`config.mk`:
```
export PLATFORM = sky130hd
export DESIGN_NAME = bcs_sequencer
export DESIGN_NICKNAME = d
export VERILOG_FILES = /design/src/shared/bcs_pkg.sv /design/src/design/bcs_sequencer.sv /design/src/design/bcs_sync.sv /design/src/design/bcs_interval_timer.sv
export VERILOG_INCLUDE_DIRS = /design/src /design/src/shared
export SDC_FILE = /design/constraint.sdc
export NUM_CORES = 1
export LEC_CHECK = 0
export ABC_AREA = 1
export BUFFER_PORTS_ARGS = -buffer_cell sky130_fd_sc_hd__buf_4
export CAP_MARGIN = 25
export CORE_MARGIN = 2
export CORE_UTILIZATION = 62
export DETAILED_ROUTE_END_ITERATION = 12
export GPL_TIMING_DRIVEN = 1
export MAX_ROUTING_LAYER = met4
export PLACE_DENSITY = 0.88
export SYNTH_ARGS = -nofsm -noshare
export SYNTH_HDL_FRONTEND = slang
export SYNTH_SLANG_ARGS = --single-unit
```
`constraint.sdc`:
```
create_clock -name clock -period 6.81 [get_ports clock]
set_clock_uncertainty 0.05 [all_clocks]
set_input_delay 0.681 -clock clock [delete_from_list [all_inputs] [get_ports clock]]
set_output_delay 0.681 -clock clock [all_outputs]
set_load 0.01 [all_outputs]
```
`src/shared/bcs_consts.svh`:
```
// Named constants of the battery charge state sequencer.
// Assumes a 20 MHz system clock; included by its bare name.
`ifndef BCS_CONSTS_SVH
`define BCS_CONSTS_SVH

// ----------------------------------------------------------------
// Clock and interval lengths
// ----------------------------------------------------------------
`define BCS_CLK_HZ 64'd20000000
`define BCS_SEC_PER_MIN 64'd60
`define BCS_SEC_PER_HR 64'd3600
`define BCS_WAIT_MIN 64'd2
`define BCS_RETRY_MIN 64'd5
`define BCS_NORMAL_LIMIT_HRS 64'd8
`define BCS_SLOW_LIMIT_HRS 64'd40

// ----------------------------------------------------------------
// Temperature thresholds, degrees Celsius, signed
// ----------------------------------------------------------------
`define BCS_TB_OFFSET 16'sh001E
`define BCS_TB_HOT_LOCK 16'sh003C
`define BCS_TB_HOT_ABOVE 16'sh002D
`define BCS_TB_NORMAL_MIN 16'sh000B
`define BCS_TB_COLD_MIN 16'sh0000

// ----------------------------------------------------------------
// Voltages in mV and currents in mA
// ----------------------------------------------------------------
`define BCS_MV_FULL 16'h1068
`define BCS_MV_HOT_FULL 16'h1004
`define BCS_MV_RECHARGE 16'h0FA0
`define BCS_MV_FAULT 16'h09C4
`define BCS_MA_FAST 16'h0064
`define BCS_MA_SLOW 16'h0014

// ----------------------------------------------------------------
// Register word indices and fields
// ----------------------------------------------------------------
`define BCS_REG_PROC_TEMP 4'h0
`define BCS_REG_STATE_CODE 4'h1
`define BCS_REG_CURRENT 4'h2
`define BCS_REG_VOLTAGE 4'h3
`define BCS_REG_FLAGS 4'h4
`define BCS_REG_IRQ_STATUS 4'h5
`define BCS_REG_IRQ_MASK 4'h6
`define BCS_IRQ_RESET 4'h0

`endif

```
`src/shared/bcs_pkg.sv`:
```
// Types shared by the battery charge state sequencer files.
// Assumes nothing beyond a SystemVerilog compiler.
package bcs_pkg;

    // ------------------------------------------------------------
    // Charge states; each code is the reported state code
    // ------------------------------------------------------------
    typedef enum logic [3:0] {
        BCS_FINAL_FULL = 4'b0000,
        BCS_NORMAL = 4'b0001,
        BCS_HOT = 4'b0010,
        BCS_RETRY = 4'b0011,
        BCS_TOO_HOT = 4'b0100,
        BCS_COLD = 4'b0101,
        BCS_TOO_COLD = 4'b0110,
        BCS_NO_BATTERY = 4'b0111,
        BCS_FINAL_HOT = 4'b1000,
        BCS_LOW_VOLTAGE = 4'b1010,
        BCS_WAITING = 4'b1011,
        BCS_DISCHARGE_WAIT = 4'b1100
    } bcs_state_t;

    // Measurements arriving from the sensing logic
    typedef struct packed {
        logic [15:0] proc_temp;
        logic [15:0] current_ma;
        logic [15:0] voltage_mv;
    } bcs_meas_t;

    // Command toward the charger circuit
    typedef struct packed {
        logic enable;
        logic [15:0] current_ma;
        logic [15:0] target_mv;
    } bcs_charge_cmd_t;

endpackage : bcs_pkg

```
`src/design/bcs_sequencer.sv`:
```
// Battery charge state sequencer: state machine, status words, interrupt.
// Assumes measurements come from logic on the same clock and the battery
// presence level comes from a pin; software uses the plain register port.
//
// Overview of operation
// - Power-up waits two minutes, reporting code eleven
// - After the wait, charging starts unless faulted or locked out
// - Battery temperature is processor temperature minus thirty
// - Eleven to forty-five degrees: fast charge
// - Above forty-five to sixty: hot slow charge
// - Zero to ten degrees: cold slow charge
// - Charge timeout: code three, five-minute pause, retry
// - Above sixty: stop until sixty or less
// - Below zero: stop until zero or more
// - Missing battery at power-up: code seven, locked
// - Low voltage at power-up: code ten, locked
// - Fault flag when absent or below 2.5 V
// - Full charge: code zero, then discharge wait
// - Discharge wait recharges below four volts
// - Hot full charge: hold 4.1 V until allowed
// - Status words: temperature, state, current, voltage
// - Voltage reading valid only while not charging
// - Power-up restarts sequence from waiting
`timescale 1ns/1ps
`default_nettype none
`include "bcs_consts.svh"

module bcs_sequencer #(
    parameter logic [47:0] WAIT_CYCLES = 48'(`BCS_WAIT_MIN * `BCS_SEC_PER_MIN * `BCS_CLK_HZ),
    parameter logic [47:0] RETRY_CYCLES = 48'(`BCS_RETRY_MIN * `BCS_SEC_PER_MIN * `BCS_CLK_HZ),
    parameter logic [47:0] NORMAL_LIMIT_CYCLES = 48'(`BCS_NORMAL_LIMIT_HRS * `BCS_SEC_PER_HR * `BCS_CLK_HZ),
    parameter logic [47:0] SLOW_LIMIT_CYCLES = 48'(`BCS_SLOW_LIMIT_HRS * `BCS_SEC_PER_HR * `BCS_CLK_HZ)
) (
    input wire logic clock,
    input wire logic resetn,
    input wire logic ce,
    input wire bcs_pkg::bcs_meas_t meas,
    input wire logic battery_present,
    input wire logic [3:0] address,
    input wire logic [15:0] write_data,
    input wire logic write_strobe,
    input wire logic read_strobe,
    output bcs_pkg::bcs_charge_cmd_t charge_cmd_reg,
    output logic battery_fault_flag_reg,
    output logic [15:0] read_data_reg,
    output logic irq_reg
);

    // ------------------------------------------------------------
    // Declarations
    // ------------------------------------------------------------
    bcs_pkg::bcs_state_t state_reg;
    bcs_pkg::bcs_state_t state_next;
    bcs_pkg::bcs_charge_cmd_t cmd_next;
    logic signed [15:0] batt_temp;
    logic present_sync;
    logic timer_expired;
    logic timer_start;
    logic fault_next;
    logic [3:0] irq_status_reg;
    logic [3:0] irq_mask_reg;
    logic [3:0] irq_events;
    logic status_read;

    // ------------------------------------------------------------
    // Helper functions
    // ------------------------------------------------------------

    // Band choice from battery temperature; also used for lockout exits
    function automatic bcs_pkg::bcs_state_t select_band(input logic signed [15:0] tb);
        if (tb > `BCS_TB_HOT_LOCK) begin
            select_band = bcs_pkg::BCS_TOO_HOT;
        end else if (tb > `BCS_TB_HOT_ABOVE) begin
            select_band = bcs_pkg::BCS_HOT;
        end else if (tb >= `BCS_TB_NORMAL_MIN) begin
            select_band = bcs_pkg::BCS_NORMAL;
        end else if (tb >= `BCS_TB_COLD_MIN) begin
            select_band = bcs_pkg::BCS_COLD;
        end else begin
            select_band = bcs_pkg::BCS_TOO_COLD;
        end
    endfunction : select_band

    // Charger command that each state asks for
    function automatic bcs_pkg::bcs_charge_cmd_t cmd_of(input bcs_pkg::bcs_state_t st);
        cmd_of = '0;
        case (st)
            bcs_pkg::BCS_NORMAL: begin
                cmd_of = {1'b1, `BCS_MA_FAST, `BCS_MV_FULL};
            end
            bcs_pkg::BCS_HOT, bcs_pkg::BCS_FINAL_HOT: begin
                cmd_of = {1'b1, `BCS_MA_SLOW, `BCS_MV_HOT_FULL};
            end
            bcs_pkg::BCS_COLD: begin
                cmd_of = {1'b1, `BCS_MA_SLOW, `BCS_MV_FULL};
            end
            default: begin
                cmd_of = '0;
            end
        endcase
    endfunction : cmd_of

    // Interval loaded on entry to each state
    function automatic logic [47:0] timer_load(input bcs_pkg::bcs_state_t st);
        case (st)
            bcs_pkg::BCS_NORMAL: timer_load = NORMAL_LIMIT_CYCLES;
            bcs_pkg::BCS_HOT, bcs_pkg::BCS_COLD: timer_load = SLOW_LIMIT_CYCLES;
            bcs_pkg::BCS_RETRY: timer_load = RETRY_CYCLES;
            bcs_pkg::BCS_WAITING: timer_load = WAIT_CYCLES;
            default: timer_load = 48'h000000000000;
        endcase
    endfunction : timer_load

    // True in the states that drive the charger toward a target
    function automatic logic is_charging(input bcs_pkg::bcs_state_t st);
        is_charging = (st == bcs_pkg::BCS_NORMAL) || (st == bcs_pkg::BCS_HOT) || (st == bcs_pkg::BCS_COLD);
    endfunction : is_charging

    // ------------------------------------------------------------
    // Inputs and timer
    // ------------------------------------------------------------

    // Battery temperature derived from the processor sensor
    assign batt_temp = $signed(meas.proc_temp) - `BCS_TB_OFFSET;

    // Presence level comes from a pin
    bcs_sync u_present_sync (
        .clock(clock),
        .resetn(resetn),
        .ce(ce),
        .din(battery_present),
        .dout(present_sync)
    );

    // One timer serves wait, charge limit and retry pause
    assign timer_start = (state_next != state_reg);

    bcs_interval_timer #(
        .RESET_LOAD(WAIT_CYCLES)
    ) u_timer (
        .clock(clock),
        .resetn(resetn),
        .ce(ce),
        .start(timer_start),
        .load(timer_load(state_next)),
        .expired(timer_expired)
    );

    // ------------------------------------------------------------
    // Charge state machine
    // ------------------------------------------------------------

    // Next state; lockouts are checked before completion and timeout
    always_comb begin
        state_next = state_reg;
        unique case (state_reg)
            bcs_pkg::BCS_WAITING: begin
                if (timer_expired) begin
                    if (!present_sync) begin
                        state_next = bcs_pkg::BCS_NO_BATTERY;
                    end else if (meas.voltage_mv < `BCS_MV_FAULT) begin
                        state_next = bcs_pkg::BCS_LOW_VOLTAGE;
                    end else begin
                        state_next = select_band(batt_temp);
                    end
                end
            end
            bcs_pkg::BCS_NORMAL, bcs_pkg::BCS_HOT, bcs_pkg::BCS_COLD: begin
                if (batt_temp > `BCS_TB_HOT_LOCK) begin
                    state_next = bcs_pkg::BCS_TOO_HOT;
                end else if (batt_temp < `BCS_TB_COLD_MIN) begin
                    state_next = bcs_pkg::BCS_TOO_COLD;
                end else if (meas.voltage_mv >= charge_cmd_reg.target_mv) begin
                    // Hot charge stops short of full and holds there
                    if (state_reg == bcs_pkg::BCS_HOT) begin
                        state_next = bcs_pkg::BCS_FINAL_HOT;
                    end else begin
                        state_next = bcs_pkg::BCS_FINAL_FULL;
                    end
                end else if (timer_expired) begin
                    state_next = bcs_pkg::BCS_RETRY;
                end
            end
            bcs_pkg::BCS_RETRY: begin
                if (timer_expired) begin
                    state_next = select_band(batt_temp);
                end
            end
            bcs_pkg::BCS_TOO_HOT: begin
                if (batt_temp <= `BCS_TB_HOT_LOCK) begin
                    state_next = select_band(batt_temp);
                end
            end
            bcs_pkg::BCS_TOO_COLD: begin
                if (batt_temp >= `BCS_TB_COLD_MIN) begin
                    state_next = select_band(batt_temp);
                end
            end
            bcs_pkg::BCS_FINAL_FULL: begin
                state_next = bcs_pkg::BCS_DISCHARGE_WAIT;
            end
            bcs_pkg::BCS_DISCHARGE_WAIT: begin
                if (meas.voltage_mv < `BCS_MV_RECHARGE) begin
                    state_next = select_band(batt_temp);
                end
            end
            bcs_pkg::BCS_FINAL_HOT: begin
                // Hold 4.1 V until the temperature leaves the hot band
                if (select_band(batt_temp) != bcs_pkg::BCS_HOT) begin
                    state_next = select_band(batt_temp);
                end
            end
            bcs_pkg::BCS_NO_BATTERY, bcs_pkg::BCS_LOW_VOLTAGE: begin
                state_next = state_reg;
            end
            default: begin
                state_next = bcs_pkg::BCS_WAITING;
            end
        endcase
    end

    // State register; only a reset leaves the locked error states
    always_ff @(posedge clock or negedge resetn) begin
        if (!resetn) begin
            state_reg <= bcs_pkg::BCS_WAITING;
        end else if (ce) begin
            state_reg <= state_next;
        end
    end

    // Charger command registered alongside the state it belongs to
    assign cmd_next = cmd_of(state_next);

    always_ff @(posedge clock or negedge resetn) begin
        if (!resetn) begin
            charge_cmd_reg <= '0;
        end else if (ce) begin
            charge_cmd_reg <= cmd_next;
        end
    end

    // Fault flag follows the live condition and the locked errors
    assign fault_next = !present_sync || (meas.voltage_mv < `BCS_MV_FAULT) ||
                        (state_next == bcs_pkg::BCS_NO_BATTERY) || (state_next == bcs_pkg::BCS_LOW_VOLTAGE);

    always_ff @(posedge clock or negedge resetn) begin
        if (!resetn) begin
            battery_fault_flag_reg <= 1'b0;
        end else if (ce) begin
            battery_fault_flag_reg <= fault_next;
        end
    end

    // ------------------------------------------------------------
    // Interrupt status and mask
    // ------------------------------------------------------------

    // Events: state change, fault rise, retry entry, charge complete
    assign irq_events = {
        (state_next != state_reg) && ((state_next == bcs_pkg::BCS_FINAL_FULL) ||
                                      (state_next == bcs_pkg::BCS_FINAL_HOT)),
        (state_next != state_reg) && (state_next == bcs_pkg::BCS_RETRY),
        fault_next && !battery_fault_flag_reg,
        (state_next != state_reg)
    };
    assign status_read = read_strobe && (address == `BCS_REG_IRQ_STATUS);

    // Read clears, but an event in the same cycle stays set
    always_ff @(posedge clock or negedge resetn) begin
        if (!resetn) begin
            irq_status_reg <= `BCS_IRQ_RESET;
        end else if (ce) begin
            irq_status_reg <= (status_read ? `BCS_IRQ_RESET : irq_status_reg) | irq_events;
        end
    end

    // Mask written by software gates the single interrupt line
    always_ff @(posedge clock or negedge resetn) begin
        if (!resetn) begin
            irq_mask_reg <= `BCS_IRQ_RESET;
        end else if (ce && write_strobe && address == `BCS_REG_IRQ_MASK) begin
            irq_mask_reg <= write_data[3:0];
        end
    end

    // Registered so the output comes straight from a flop
    always_ff @(posedge clock or negedge resetn) begin
        if (!resetn) begin
            irq_reg <= 1'b0;
        end else if (ce) begin
            irq_reg <= |(irq_status_reg & irq_mask_reg);
        end
    end

    // ------------------------------------------------------------
    // Register read port
    // ------------------------------------------------------------

    // Data stand only in the cycle after the strobe; unmapped reads zero
    always_ff @(posedge clock or negedge resetn) begin
        if (!resetn) begin
            read_data_reg <= 16'h0000;
        end else if (ce) begin
            read_data_reg <= 16'h0000;
            if (read_strobe) begin
                case (address)
                    `BCS_REG_PROC_TEMP: read_data_reg <= meas.proc_temp;
                    `BCS_REG_STATE_CODE: read_data_reg <= {12'h000, state_reg};
                    `BCS_REG_CURRENT: read_data_reg <= meas.current_ma;
                    `BCS_REG_VOLTAGE: read_data_reg <= meas.voltage_mv;
                    `BCS_REG_FLAGS: begin
                        // Voltage is trustworthy only with the charger idle
                        read_data_reg <= {13'h0000, charge_cmd_reg.enable,
                                          !charge_cmd_reg.enable, battery_fault_flag_reg};
                    end
                    `BCS_REG_IRQ_STATUS: read_data_reg <= {12'h000, irq_status_reg};
                    `BCS_REG_IRQ_MASK: read_data_reg <= {12'h000, irq_mask_reg};
                    default: read_data_reg <= 16'h0000;
                endcase
            end
        end
    end

    // ------------------------------------------------------------
    // Assertions
    // ------------------------------------------------------------

    a_powerup_wait: assert property (@(posedge clock) disable iff (!resetn)
        $rose(resetn) |-> (state_reg == bcs_pkg::BCS_WAITING) && !charge_cmd_reg.enable)
        else $error("power-up did not start in waiting");

    a_wait_exit_charge: assert property (@(posedge clock) disable iff (!resetn)
        (ce && state_reg == bcs_pkg::BCS_WAITING && timer_expired && present_sync &&
         meas.voltage_mv >= `BCS_MV_FAULT && batt_temp >= `BCS_TB_NORMAL_MIN &&
         batt_temp <= `BCS_TB_HOT_ABOVE) |=> (state_reg == bcs_pkg::BCS_NORMAL) && charge_cmd_reg.enable)
        else $error("wait end did not start normal charge");

    a_normal_cmd: assert property (@(posedge clock) disable iff (!resetn)
        (state_reg == bcs_pkg::BCS_NORMAL) |->
        charge_cmd_reg.enable && charge_cmd_reg.current_ma == `BCS_MA_FAST && charge_cmd_reg.target_mv == `BCS_MV_FULL)
        else $error("normal charge command wrong");

    a_hot_lockout: assert property (@(posedge clock) disable iff (!resetn)
        (ce && is_charging(state_reg) && batt_temp > `BCS_TB_HOT_LOCK) |=>
        (state_reg == bcs_pkg::BCS_TOO_HOT) && !charge_cmd_reg.enable)
        else $error("overheat did not stop charging");

    a_cold_lockout: assert property (@(posedge clock) disable iff (!resetn)
        (ce && is_charging(state_reg) && batt_temp < `BCS_TB_COLD_MIN) |=>
        (state_reg == bcs_pkg::BCS_TOO_COLD) && !charge_cmd_reg.enable)
        else $error("cold did not stop charging");

    a_retry_cause: assert property (@(posedge clock) disable iff (!resetn)
        (state_reg == bcs_pkg::BCS_RETRY && $past(state_reg) != bcs_pkg::BCS_RETRY) |->
        $past(timer_expired) && is_charging($past(state_reg)) && !charge_cmd_reg.enable)
        else $error("retry entered without charge timeout");

    a_error_locked: assert property (@(posedge clock) disable iff (!resetn)
        (state_reg == bcs_pkg::BCS_NO_BATTERY || state_reg == bcs_pkg::BCS_LOW_VOLTAGE) |->
        battery_fault_flag_reg && !charge_cmd_reg.enable ##1 $stable(state_reg))
        else $error("error state not locked with fault flag");

    a_full_to_disch: assert property (@(posedge clock) disable iff (!resetn)
        (ce && state_reg == bcs_pkg::BCS_FINAL_FULL) |=> (state_reg == bcs_pkg::BCS_DISCHARGE_WAIT))
        else $error("full charge did not move to discharge wait");

    a_fault_flag: assert property (@(posedge clock) disable iff (!resetn)
        (ce && (!present_sync || meas.voltage_mv < `BCS_MV_FAULT)) |=> battery_fault_flag_reg)
        else $error("fault flag not set");

endmodule : bcs_sequencer

`default_nettype wire

```
`src/design/bcs_sync.sv`:
```
// Two-stage synchroniser for one level from a pin.
// Assumes the level is slow against the system clock.
`timescale 1ns/1ps
`default_nettype none

module bcs_sync (
    input wire logic clock,
    input wire logic resetn,
    input wire logic ce,
    input wire logic din,
    output logic dout
);

    logic meta_reg;

    // First stage feeds only the second stage
    always_ff @(posedge clock or negedge resetn) begin
        // Resets to the fitted level, so no false fault edge follows reset
        if (!resetn) begin
            meta_reg <= 1'b1;
            dout <= 1'b1;
        end else if (ce) begin
            meta_reg <= din;
            dout <= meta_reg;
        end
    end

endmodule : bcs_sync

`default_nettype wire

```
`src/design/bcs_interval_timer.sv`:
```
// Down-counting interval timer, restarted by a one-cycle start.
// Assumes the load value is steady in the start cycle.
`timescale 1ns/1ps
`default_nettype none

module bcs_interval_timer #(
    parameter logic [47:0] RESET_LOAD = 48'h000000000001
) (
    input wire logic clock,
    input wire logic resetn,
    input wire logic ce,
    input wire logic start,
    input wire logic [47:0] load,
    output logic expired
);

    logic [47:0] count_reg;

    // Runs from reset so the power-up wait needs no start pulse
    always_ff @(posedge clock or negedge resetn) begin
        if (!resetn) begin
            count_reg <= RESET_LOAD;
        end else if (ce) begin
            if (start) begin
                count_reg <= load;
            end else if (count_reg != 48'h000000000000) begin
                count_reg <= count_reg - 48'h000000000001;
            end
        end
    end

    // Level until the next start
    assign expired = (count_reg == 48'h000000000000);

endmodule : bcs_interval_timer

`default_nettype wire

```
==> results of run 1 <==
==> worst register-to-register path: stages, from the launching register on <==
cell     delay (ns)
dfrtp_1        0.43
inv_1          0.08
ha_1           0.17
nand3_1        0.18
inv_2          0.12
nand2_1        0.09
nor2_1         0.21
nand4_1        0.27
nor2_1         0.17
nand4_1        0.16
inv_1          0.15
nand2_1        0.06
a21oi_1        0.18
nand3_1        0.15
inv_2          0.08
nand2_2        0.10
nand2_1        0.09
nand2_1        0.09
nor2_4         0.15
nand2_4        0.24
nand2_4        0.16
nand2_2        0.35
buf_12         0.33
nand2_1        0.09
nand2_1        0.07
==> logic make-up (layout without fill, tap and decap cells) <==
kind of cell / count (synthesis) / after routing
and+or+nand+nor: 652 / 652
buffers and inverters: 192 / 250
AOI/OAI and AO/OA: 130 / 130
DFF: 85 / 85
xor gates and xnor gates: 39 / 39
adders and majority gates: 7 / 7
other: 1 / 23
==> report_power, final <==
part	switching (mW)	total (mW)	internal [mW]
clock network	0.242	0.535	0.293
logic	1.18	1.75	0.571
registers	0.132	0.773	0.641
total	1.55	3.06	1.51
==> layout make-up <==
| cell class | instances | area, µm² |
|---|---|---|
| Clock buffer | 9 | 225 |
| Clock inverter | 7 | 91.3 |
| Fill cell | 919 | 2960 |
| Inverter | 141 | 529 |
| Multi-Input combinational cell | 851 | 4100 |
| Sequential cell | 85 | 2150 |
| Tap cell | 140 | 175 |
| Timing Repair Buffer | 93 | 718 |
==> Yosys cell counts (10+ instances only) <==
library cell / number / area [µm²]
xor2_1: 31 / 272
nor2_2: 11 / 68.8
a21oi_1: 20 / 100
inv_1: 132 / 495
o22ai_1: 10 / 62.6
dfstp_2: 15 / 394
nand4_1: 21 / 131
nand3_1: 58 / 290
nor3_1: 28 / 140
dfrtp_1: 70 / 1750
buf_4: 28 / 210
nor2_1: 187 / 702
nand2_1: 312 / 1170
o21ai_0: 56 / 280
==> worst min path at each step <==
stage	startpoint	endpoint	slack [ns]	depth (start not counted)
after CTS	resetn	read_data_reg[9]$_DFFE_PN0P_	0.14	1
after detailed placement	u_present_sync.meta_reg$_DFFE_PN1P_	u_present_sync.meta_reg$_DFFE_PN1P_	0.41	2
final	resetn	read_data_reg[4]$_DFFE_PN0P_	0.13	1
after global placement	u_present_sync.meta_reg$_DFFE_PN1P_	u_present_sync.meta_reg$_DFFE_PN1P_	0.40	2
after floorplan	resetn	battery_fault_flag_reg$_DFFE_PN0P_	0.34	0
after global routing	resetn	read_data_reg[9]$_DFFE_PN0P_	0.14	1
==> routing by layer <==
metal  part of all wire  wire length, µm  vias to the layer above
met5                  0                0                        -
met4              0.015              304                        0
met3              0.084             1730                       30
met2               0.46             9520                      352
met1               0.44             8940                     3487
li1                   -                -                     3641
==> stage by stage <==
step	utilization	std cells	hold slack, ns	total power, mW
floorplan	-	1128	0.335	2.06
global placement	0.698	1308	0.403	2.41
detailed placement	0.699	1309	0.410	2.47
CTS	0.728	1325	0.135	3.01
global route	0.730	1326	0.141	3.32
finish	0.730	1326	0.131	3.06
==> flow_metrics.tcl, run 1 <==
set metrics [dict create \
    cap_violations 0 \
    cts_max_level 3 \
    crit_required_ns 7.00 \
    gr-usage-met2 0.533 \
    ys_ff_latch 85 \
    tightest_slew_ns 0.866 \
    place_ws_ns 2.34 \
    cp_common_cell "nand2_1" \
    post-route-cell-area_mm2 0.00798 \
    synth_ff_type "dfrtp_1" \
    crit_path_end "u_timer.count_reg[47]$_DFFE_PN0P_" \
    crit_cells 24 \
    synth-edff-count 0 \
    rrSetupSlack_ns 2.49 \
    final_cell_mix "312 x nand2_1, 187 x nor2_1, 132 x inv_1, 91 x buf_4, 70 x dfrtp_1" \
    antenna_left 0 \
    cts_tree "yes" \
    boundaryPins 125 \
    grt.busiest_layer "met2" \
    fmax_mhz 232 \
    grt_pass1_vias 6953 \
    critPathCaptureType "register" \
    cts_resized 0 \
    synth_adder_area_share 0.0125 \
    finalCritPeriodShare 0.634 \
    yosys_warnings 0 \
    rr_startpoint "u_timer.count_reg[0]$_DFFE_PN0P_" \
    critPathMaxStageDelay_ns 0.43 \
    dr.pass1.iters 6 \
    path_class "reg2reg" \
    cp.buffers_inverters 5 \
    start_util 0.643 \
    grt_util_met1 0.482 \
    leakagePower_nw 4.24 \
    n_antenna_cell 0 \
    run_status "finished clean" \
    cts_setup_buffers 0 \
    slew_headroom 0.419 \
    async_flop_share 1.00 \
    slew_viol_final 0 \
    largest_reg_flops 48 \
    ys_seq_area_frac 0.305 \
    r2r_end "u_timer.count_reg[47]$_DFFE_PN0P_" \
    tns_ns 0 \
    rsz0062_at_grt "no" \
    power_density_mw_per_mm2 383 \
    synth_compound_area_frac 0.112 \
    cp-startpoint "u_timer.count_reg[0]$_DFFE_PN0P_" \
    viasPerCell 5.66 \
    cpMaxStageDelayCell "dfrtp_1" \
    io_buffers 89 \
    hold_viol 0 \
    drc 0 \
    avgSynthCellArea_um2 6.36 \
    design.die.area_mm2 0.0122 \
    clk_pin_slew_ns 0.07 \
    overflow 0 \
    ys_types 48 \
    routedWlPerCell_um 15.5 \
    fin_nets 1262 \
    grt_max_degree 69 \
    drt_iter0_markers 966 \
    crit_family "simple AND/OR/NAND/NOR gates" \
    final_common_cell "nand2_1" \
    syn_to_final_growth_pct 13.4 \
    cp_max_fo 34 \
    routabilityCongestion 0.968 \
    ir_drop_v 0.000326 \
    synth_top_family_by_area "simple AND/OR/NAND/NOR gates" \
    dpl_cell_area_mm2 0.00765 \
    clock_sinks 85 \
    cts_root_buffer "clkbuf_16" \
    core_area_mm2 0.0109 \
    cp-start-kind "register" \
    die_w_um 111 \
    synthSimpleGateAreaFrac 0.397 \
    routed_wl_mm 20.5 \
    min_period_ns 4.32 \
    grt_usage 0.350 \
    drive_gt1_frac 0.146 \
    rr_worst_depth 24 \
    grt_first_pass_wirelength_mm 34.0 \
    grt_util_met3 0.0543 \
    worst_slack_ns 2.49 \
    synth_xor_area_frac 0.0486 \
    hold_class "in2async" \
    cts-hold-fix-buffers 0 \
    die_h_um 111 \
    clkLatencyLatePin_ns 0.36 \
    synth.area.mux_share 0 \
    setup_viol 0 \
    arrival_ns 4.51 \
    cts_buffers 9 \
    syn_inst 1106 \
    hpwlAfterDp_mm 15.3 \
    antenna_found_initial 0 \
    crit_chain "inv_1 -> ha_1 -> nand3_1 -> inv_2 -> nand2_1 -> nor2_1 -> nand4_1 -> nor2_1 -> nand4_1 -> inv_1 -> nand2_1 -> a21oi_1 -> nand3_1 -> inv_2 -> nand2_2 -> nand2_1 -> nand2_1 -> nor2_4 -> nand2_4 -> nand2_4 -> nand2_2 -> buf_12 -> nand2_1 -> nand2_1" \
    clk_path_buf_depth 2 \
    rows 38 \
    syn-cell-area_mm2 0.00703 \
    via_count 7510 \
]
Power figures use the tool's default switching activity.
==> run 2: changes to the inputs <==
--- a/config.mk
+++ b/config.mk
@@ -10,11 +10,11 @@
 export BUFFER_PORTS_ARGS = -buffer_cell sky130_fd_sc_hd__buf_4
 export CAP_MARGIN = 25
 export CORE_MARGIN = 2
-export CORE_UTILIZATION = 62
+export CORE_UTILIZATION = 52
 export DETAILED_ROUTE_END_ITERATION = 12
 export GPL_TIMING_DRIVEN = 1
 export MAX_ROUTING_LAYER = met4
-export PLACE_DENSITY = 0.88
+export PLACE_DENSITY = 0.79
 export SYNTH_ARGS = -nofsm -noshare
 export SYNTH_HDL_FRONTEND = slang
 export SYNTH_SLANG_ARGS = --single-unit
==> constraint.sdc (replaced) <==
create_clock -name clock -period 3.7 [get_ports clock]
set_clock_uncertainty 0.05 [all_clocks]
set_input_delay 0.37 -clock clock [delete_from_list [all_inputs] [get_ports clock]]
set_output_delay 0.37 -clock clock [all_outputs]
set_load 0.01 [all_outputs]
==> run 2 against run 1 <==
  * Sequential cell count is the same
  * Critical path depth is the same
  * Worst setup slack lost 2.2 ns
  * Clock power grew 75%
  * Die area grew 19%
  * Hold slack lost 0.067 ns
  * Core utilization shrank 11 points
  * Combinational power grew 92%
  * Wire length shrank 1.3%
  * First-iteration DRC count shrank 36%
  * Critical path type unchanged
  * Largest power group unchanged
==> flow_metrics.tcl, run 2 (synthesis results as in run 1) <==
set metrics [dict create \
    crit_family "simple AND/OR/NAND/NOR gates" \
    cp_max_fo 45 \
    syn_to_final_growth_pct 15.9 \
    final_cell_mix "308 x nand2_1, 185 x nor2_1, 131 x inv_1, 103 x buf_4, 70 x dfrtp_1" \
    core_area_mm2 0.0132 \
    cts-hold-fix-buffers 0 \
    io_buffers 89 \
    fin_nets 1275 \
    critPathCaptureType "register" \
    cts_buffers 9 \
    critPathMaxStageDelay_ns 0.39 \
    fmax_mhz 294 \
    rr_startpoint "u_timer.count_reg[1]$_DFFE_PN0P_" \
    slew_headroom 0.453 \
    slew_viol_final 0 \
    hold_viol 0 \
    ir_drop_v 0.000385 \
    clk_pin_slew_ns 0.07 \
    cts_max_level 3 \
    die_h_um 120 \
    tightest_slew_ns 0.820 \
    grt_first_pass_wirelength_mm 33.5 \
    hpwlAfterDp_mm 15.6 \
    drt_iter0_markers 618 \
    routabilityCongestion 0.941 \
    antenna_found_initial 0 \
    cap_violations 0 \
    crit_required_ns 3.88 \
    cts_root_buffer "clkbuf_16" \
    cp_common_cell "nand2_1" \
    finalCritPeriodShare 0.919 \
    routed_wl_mm 20.2 \
    boundaryPins 125 \
    instances_no_fill 1375 \
    cp-startpoint "u_timer.count_reg[1]$_DFFE_PN0P_" \
    setup_viol 0 \
    cp-start-kind "register" \
    rows 42 \
    fillers 1260 \
    min_period_ns 3.40 \
    path_class "reg2reg" \
    viasPerCell 5.37 \
    clk_path_buf_depth 2 \
    largest_reg_flops 48 \
    clock_sinks 85 \
    grt_pass1_vias 6954 \
    post-route-cell-area_mm2 0.00815 \
    placedCellCount 1357 \
    arrival_ns 3.58 \
    postLayoutCoreUtil 0.616 \
    die_w_um 120 \
    n_antenna_cell 0 \
    hold_class "in2async" \
    cts_tree "yes" \
    start_util 0.531 \
    leakagePower_nw 4.31 \
    overflow 0 \
    dpl_cell_area_mm2 0.00781 \
    cp.buffers_inverters 5 \
    via_count 7383 \
    routedWlPerCell_um 14.7 \
    drive_gt1_frac 0.162 \
    power_density_mw_per_mm2 700 \
    crit_chain "inv_1 -> ha_1 -> nand3_2 -> inv_2 -> nand2_1 -> nor2_4 -> nand4_1 -> nor2_1 -> nand4_1 -> inv_2 -> nand2_1 -> a21oi_1 -> nand3_1 -> inv_2 -> nand2_2 -> nand2_1 -> nand2_1 -> nor2_4 -> nand2_4 -> nand2_4 -> nand2_2 -> buf_12 -> nand2_1 -> o21ai_1" \
    dr.pass1.iters 5 \
    grt_usage 0.295 \
    antenna_left 0 \
    clkLatencyLatePin_ns 0.35 \
    final_common_cell "nand2_1" \
    cpMaxStageDelayCell "dfrtp_1" \
    design.die.area_mm2 0.0145 \
    run_status "finished clean" \
    drc 0 \
    grt_max_degree 65 \
]
[run 2: cell types whose count changed in the layout (fill, tap and decap cells not counted), moves of 2 or more]
cell	before	now
buf_12	1	3
buf_4	91	103
nand2_1	312	308
nand2_2	5	9
nor2_1	187	185
[run 2: worst paths after layout]
path | to | slack (ns) | cells after the start
worst min register to register | u_present_sync.meta_reg$_DFFE_PN1P_ | 0.41 | 2
min in group clock | u_present_sync.meta_reg$_DFFE_PN1P_ | 0.19 | 3
worst max-delay path | u_timer.count_reg[32]$_DFFE_PN0P_ | 0.30 | 24
max in group asynchronous | u_timer.count_reg[31]$_DFFE_PN1P_ | 2.64 | 2
worst max register to register | u_timer.count_reg[32]$_DFFE_PN0P_ | 0.30 | 24
worst min-delay path | irq_mask_reg[2]$_DFFE_PN0P_ | 0.06 | 1
[run 2: cell type report]
type                       instances  area, µm²  area share
clock buffer                      10        229      0.0281
multi-input combinational        851       4130       0.506
timing repair buffer             106        833       0.102
clock inverter                     6       70.1     0.00859
tap                              176        220      0.0270
sequential                        85       2150       0.263
inverter                         141        529      0.0649
[run 2: power breakdown]
| part | internal, mW | switching (mW) |
|---|---|---|
| Clock | 0.530 | 0.404 |
| Sequential | 1.18 | 0.237 |
| Combinational | 1.18 | 2.18 |
[run 2: through the flow]
| stage | hold WS [ns] | total power [mW] | worst slack, ns | setup TNS (ns) |
|---|---|---|---|---|
| 6_report | 0.0634 | 5.71 | 0.301 | 0 |
| 5_1_grt | 0.143 | 6.20 | -0.00156 | -0.00156 |
| 4_1_cts | 0.0985 | 5.60 | 0.136 | 0 |
| 3_5_place_dp | 0.408 | 4.65 | 0.214 | 0 |
| 3_3_place_gp | 0.400 | 4.60 | 0.275 | 0 |
| 2_1_floorplan | 0.0244 | 3.80 | 0.857 | 0 |
[run 2: repair_timing]
item,CTS,global route
resized for setup,0,10
setup buffers,0,2
setup endpoints to repair,0,47
[run 2: metal layers]
metal | global-route usage | part of all wire | wire (µm) | up-vias
met5 | - | 0 | 0 | -
met4 | 0.110 | 0.030 | 599 | 0
met3 | 0.0377 | 0.058 | 1180 | 51
met2 | 0.496 | 0.48 | 9810 | 258
met1 | 0.366 | 0.43 | 8640 | 3409
li1 | - | - | - | 3665
==> run 3: changes to the inputs <==
--- a/config.mk
+++ b/config.mk
@@ -6,15 +6,16 @@
 export SDC_FILE = /design/constraint.sdc
 export NUM_CORES = 1
 export LEC_CHECK = 0
-export ABC_AREA = 1
+export ABC_AREA = 0
 export BUFFER_PORTS_ARGS = -buffer_cell sky130_fd_sc_hd__buf_4
 export CAP_MARGIN = 25
 export CORE_MARGIN = 2
-export CORE_UTILIZATION = 52
+export CORE_UTILIZATION = 51
+export CTS_CLUSTER_DIAMETER = 80
 export DETAILED_ROUTE_END_ITERATION = 12
 export GPL_TIMING_DRIVEN = 1
 export MAX_ROUTING_LAYER = met4
-export PLACE_DENSITY = 0.79
+export PLACE_DENSITY = 0.78
 export SYNTH_ARGS = -nofsm -noshare
 export SYNTH_HDL_FRONTEND = slang
 export SYNTH_SLANG_ARGS = --single-unit
==> run 3 against run 2 <==
  * The flow now finishes with violations (setup timing)
  * Wire length rose by 22%
  * Count of clock-buffer cells in the layout unchanged
  * Cell count is 16% lower
  * Hold slack worse by 0.013 ns
  * Sequential cell count unchanged
  * Design area is 15% higher
  * First-iteration DRC count grew 22%
  * Combinational power up 54%
  * Global-route usage increased by 5.3 points
==> flow_metrics.tcl, run 3 <==
set metrics [dict create \
    run_status "finished, violations left" \
    violations "setup timing" \
    n_antenna_cell 0 \
    crit_chain "or4_4 -> or4_4 -> nor4_4 -> nor4_1 -> or3_1 -> a211o_4 -> xnor2_4 -> buf_6 -> a41oi_4 -> buf_6 -> and2_4 -> nor3_1 -> nor2_1" \
    dpl_cell_area_mm2 0.00802 \
    yosysTopAreaCell "dfrtp_1" \
    fillers 840 \
    rr_worst_depth 13 \
    final_cell_mix "227 x buf_4, 70 x dfrtp_1, 63 x nor2_1, 55 x nand2_1, 27 x nor3_1" \
    synth_area_leaders "dfrtp_1 27%, dfstp_2 6.1%, nor2_1 4.3%" \
    synth_top_area_share 0.272 \
    drt_iter0_markers 754 \
    drive_gt1_frac 0.423 \
    synth-edff-count 0 \
    design.die.area_mm2 0.0135 \
    slew_viol_final 0 \
    leakagePower_nw 4.14 \
    ys_ff_latch 85 \
    cts-hold-fix-buffers 0 \
    worst_slack_ns -0.387 \
    synth_adder_area_share 0.0136 \
    routedWlPerCell_um 21.4 \
    synth_xor_area_frac 0.0301 \
    min_period_ns 4.09 \
    boundaryPins 125 \
    path_class "reg2reg" \
    io_buffers 89 \
    routed_wl_mm 24.7 \
    grt_first_pass_wirelength_mm 35.6 \
    cts_root_buffer "clkbuf_16" \
    fin_nets 1058 \
    viasPerCell 6.45 \
    dr.pass1.iters 5 \
    final_common_cell "buf_4" \
    drc 0 \
    clock_sinks 85 \
    overflow 0 \
    hold_viol 0 \
    antenna_left 0 \
    arrival_ns 4.27 \
    synth_ff_type "dfrtp_1" \
    grt_pass1_vias 7052 \
    ys_seq_area_frac 0.333 \
    syn_to_final_growth_pct 45.1 \
    fin_hold_ws_ns 0.0499 \
    grt_max_degree 64 \
    power_density_mw_per_mm2 818 \
    yosys_warnings 0 \
    cts_buffers 9 \
    crit_required_ns 3.89 \
    die_w_um 116 \
    setup_viol 50 \
    regArea_mm2 0.00215 \
    rsz0062_at_grt "yes" \
    critPathMaxStageDelay_ns 0.58 \
    avgSynthCellArea_um2 8.53 \
    synth.area.mux_share 0.0548 \
    cap_violations 0 \
    synth_compound_area_frac 0.244 \
    ys_types 86 \
    placedCellCount 1097 \
    tightest_slew_ns 1.00 \
    die_h_um 116 \
    hold_class "in2async" \
    clk_pin_slew_ns 0.07 \
    start_util 0.517 \
    synthSimpleGateAreaFrac 0.245 \
    fmax_mhz 245 \
    cpMaxStageDelayCell "or4_4" \
    instances_no_fill 1154 \
    finalCritPeriodShare 1.10 \
    syn-cell-area_mm2 0.00644 \
    cts_max_level 3 \
    synth_top_family_by_area "simple AND/OR/NAND/NOR gates" \
    core_area_mm2 0.0125 \
    hpwlAfterDp_mm 16.1 \
    async_flop_share 1.00 \
    multi_input_area_mm2 0.00437 \
    largest_reg_flops 48 \
    synth.most_common_cell "nor2_1" \
    critPathCaptureType "register" \
    antenna_found_initial 0 \
    cts_tree "yes" \
    cp_max_fo 7 \
    rows 41 \
    slew_headroom 0.325 \
    clk_path_buf_depth 2 \
    syn_inst 755 \
    cp-start-kind "register" \
    grt_usage 0.348 \
    post-route-cell-area_mm2 0.00935 \
    synth_common_cells "73 x nor2_1, 70 x dfrtp_1, 57 x nand2_1, 32 x o21ai_0, 31 x a21oi_1" \
    routabilityCongestion 0.909 \
    clkLatencyLatePin_ns 0.36 \
    via_count 7442 \
    ir_drop_v 0.000527 \
]
-- run 3: critical path, delay by kind of cell (launching register included) --
family / cells / cell delay [ns]
AO/OA/AOI/OAI: 2 / 0.48
AND/OR/NAND/NOR: 8 / 2.42
XOR/XNOR: 1 / 0.31
buffers and inverters: 2 / 0.31
flip-flops: 1 / 0.39
-- run 3: metal layers --
| layer | up-vias | routed length (µm) | GRT usage |
|---|---|---|---|
| li1 | 3250 | - | - |
| met1 | 3610 | 9070 | 0.410 |
| met2 | 450 | 12500 | 0.593 |
| met3 | 132 | 1780 | 0.0535 |
| met4 | 0 | 1360 | 0.149 |
| met5 | - | 0 | - |
-- run 3: metrics by stage --
step	setup WS (ns)	setup TNS [ns]	utilization	power, mW
floorplan	0.0318	0	-	3.64
global placement	-0.230	-3.75	0.643	5.08
detailed placement	-0.321	-10.56	0.643	5.21
CTS	-0.184	-3.08	0.705	6.72
global route	-0.428	-14.66	0.750	8.00
finish	-0.387	-10.86	0.750	7.65
-- run 3: cell families (layout without fill, tap and decap cells) --
logic type / Yosys count / in the layout
simple gates: 297 / 298
compound gates: 221 / 221
buf+inv: 95 / 299
flops: 85 / 85
mux: 29 / 29
xor+xnor: 20 / 20
fa+ha+maj: 7 / 7
other cells: 1 / 23
-- run 3: path summary, 6_finish.rpt --
kind                                                     endpoint  slack (ns)                               from
worst min register to register       read_data_reg[4]$_DFFE_PN0P_        0.45       read_data_reg[4]$_DFFE_PN0P_
max in group asynchronous       u_timer.count_reg[24]$_DFFE_PN1P_        2.69                             resetn
min in group clock                    irq_mask_reg[1]$_DFFE_PN0P_        0.19                      write_data[1]
worst max register to register  u_timer.count_reg[10]$_DFFE_PN0P_       -0.39  u_timer.count_reg[46]$_DFFE_PN0P_
worst min-delay path            u_timer.count_reg[17]$_DFFE_PN0P_        0.05                             resetn
worst max-delay path            u_timer.count_reg[10]$_DFFE_PN0P_       -0.39  u_timer.count_reg[46]$_DFFE_PN0P_
-- run 3: area by class of cell --
| cell class | instances | share of cell area |
|---|---|---|
| Timing Repair Buffer | 262 | 0.238 |
| Sequential cell | 85 | 0.230 |
| Clock inverter | 6 | 0.00817 |
| Multi-Input combinational cell | 598 | 0.468 |
| Inverter | 21 | 0.00884 |
| Clock buffer | 10 | 0.0245 |
| Tap cell | 172 | 0.0230 |
-- run 3: power breakdown --
group | total, mW | switching [mW] | internal, mW | leakage, nW
sequential | 1.52 | 0.294 | 1.23 | 1.08
combinational | 5.17 | 2.67 | 2.50 | 2.91
clock | 0.953 | 0.416 | 0.537 | 0.150
-- run 3: repair_timing --
action                     CTS  global route
pin swaps                   21            34
setup endpoints to repair   50            54
buffers inserted            17            21
cloned                       2             2
resized for setup           65            90
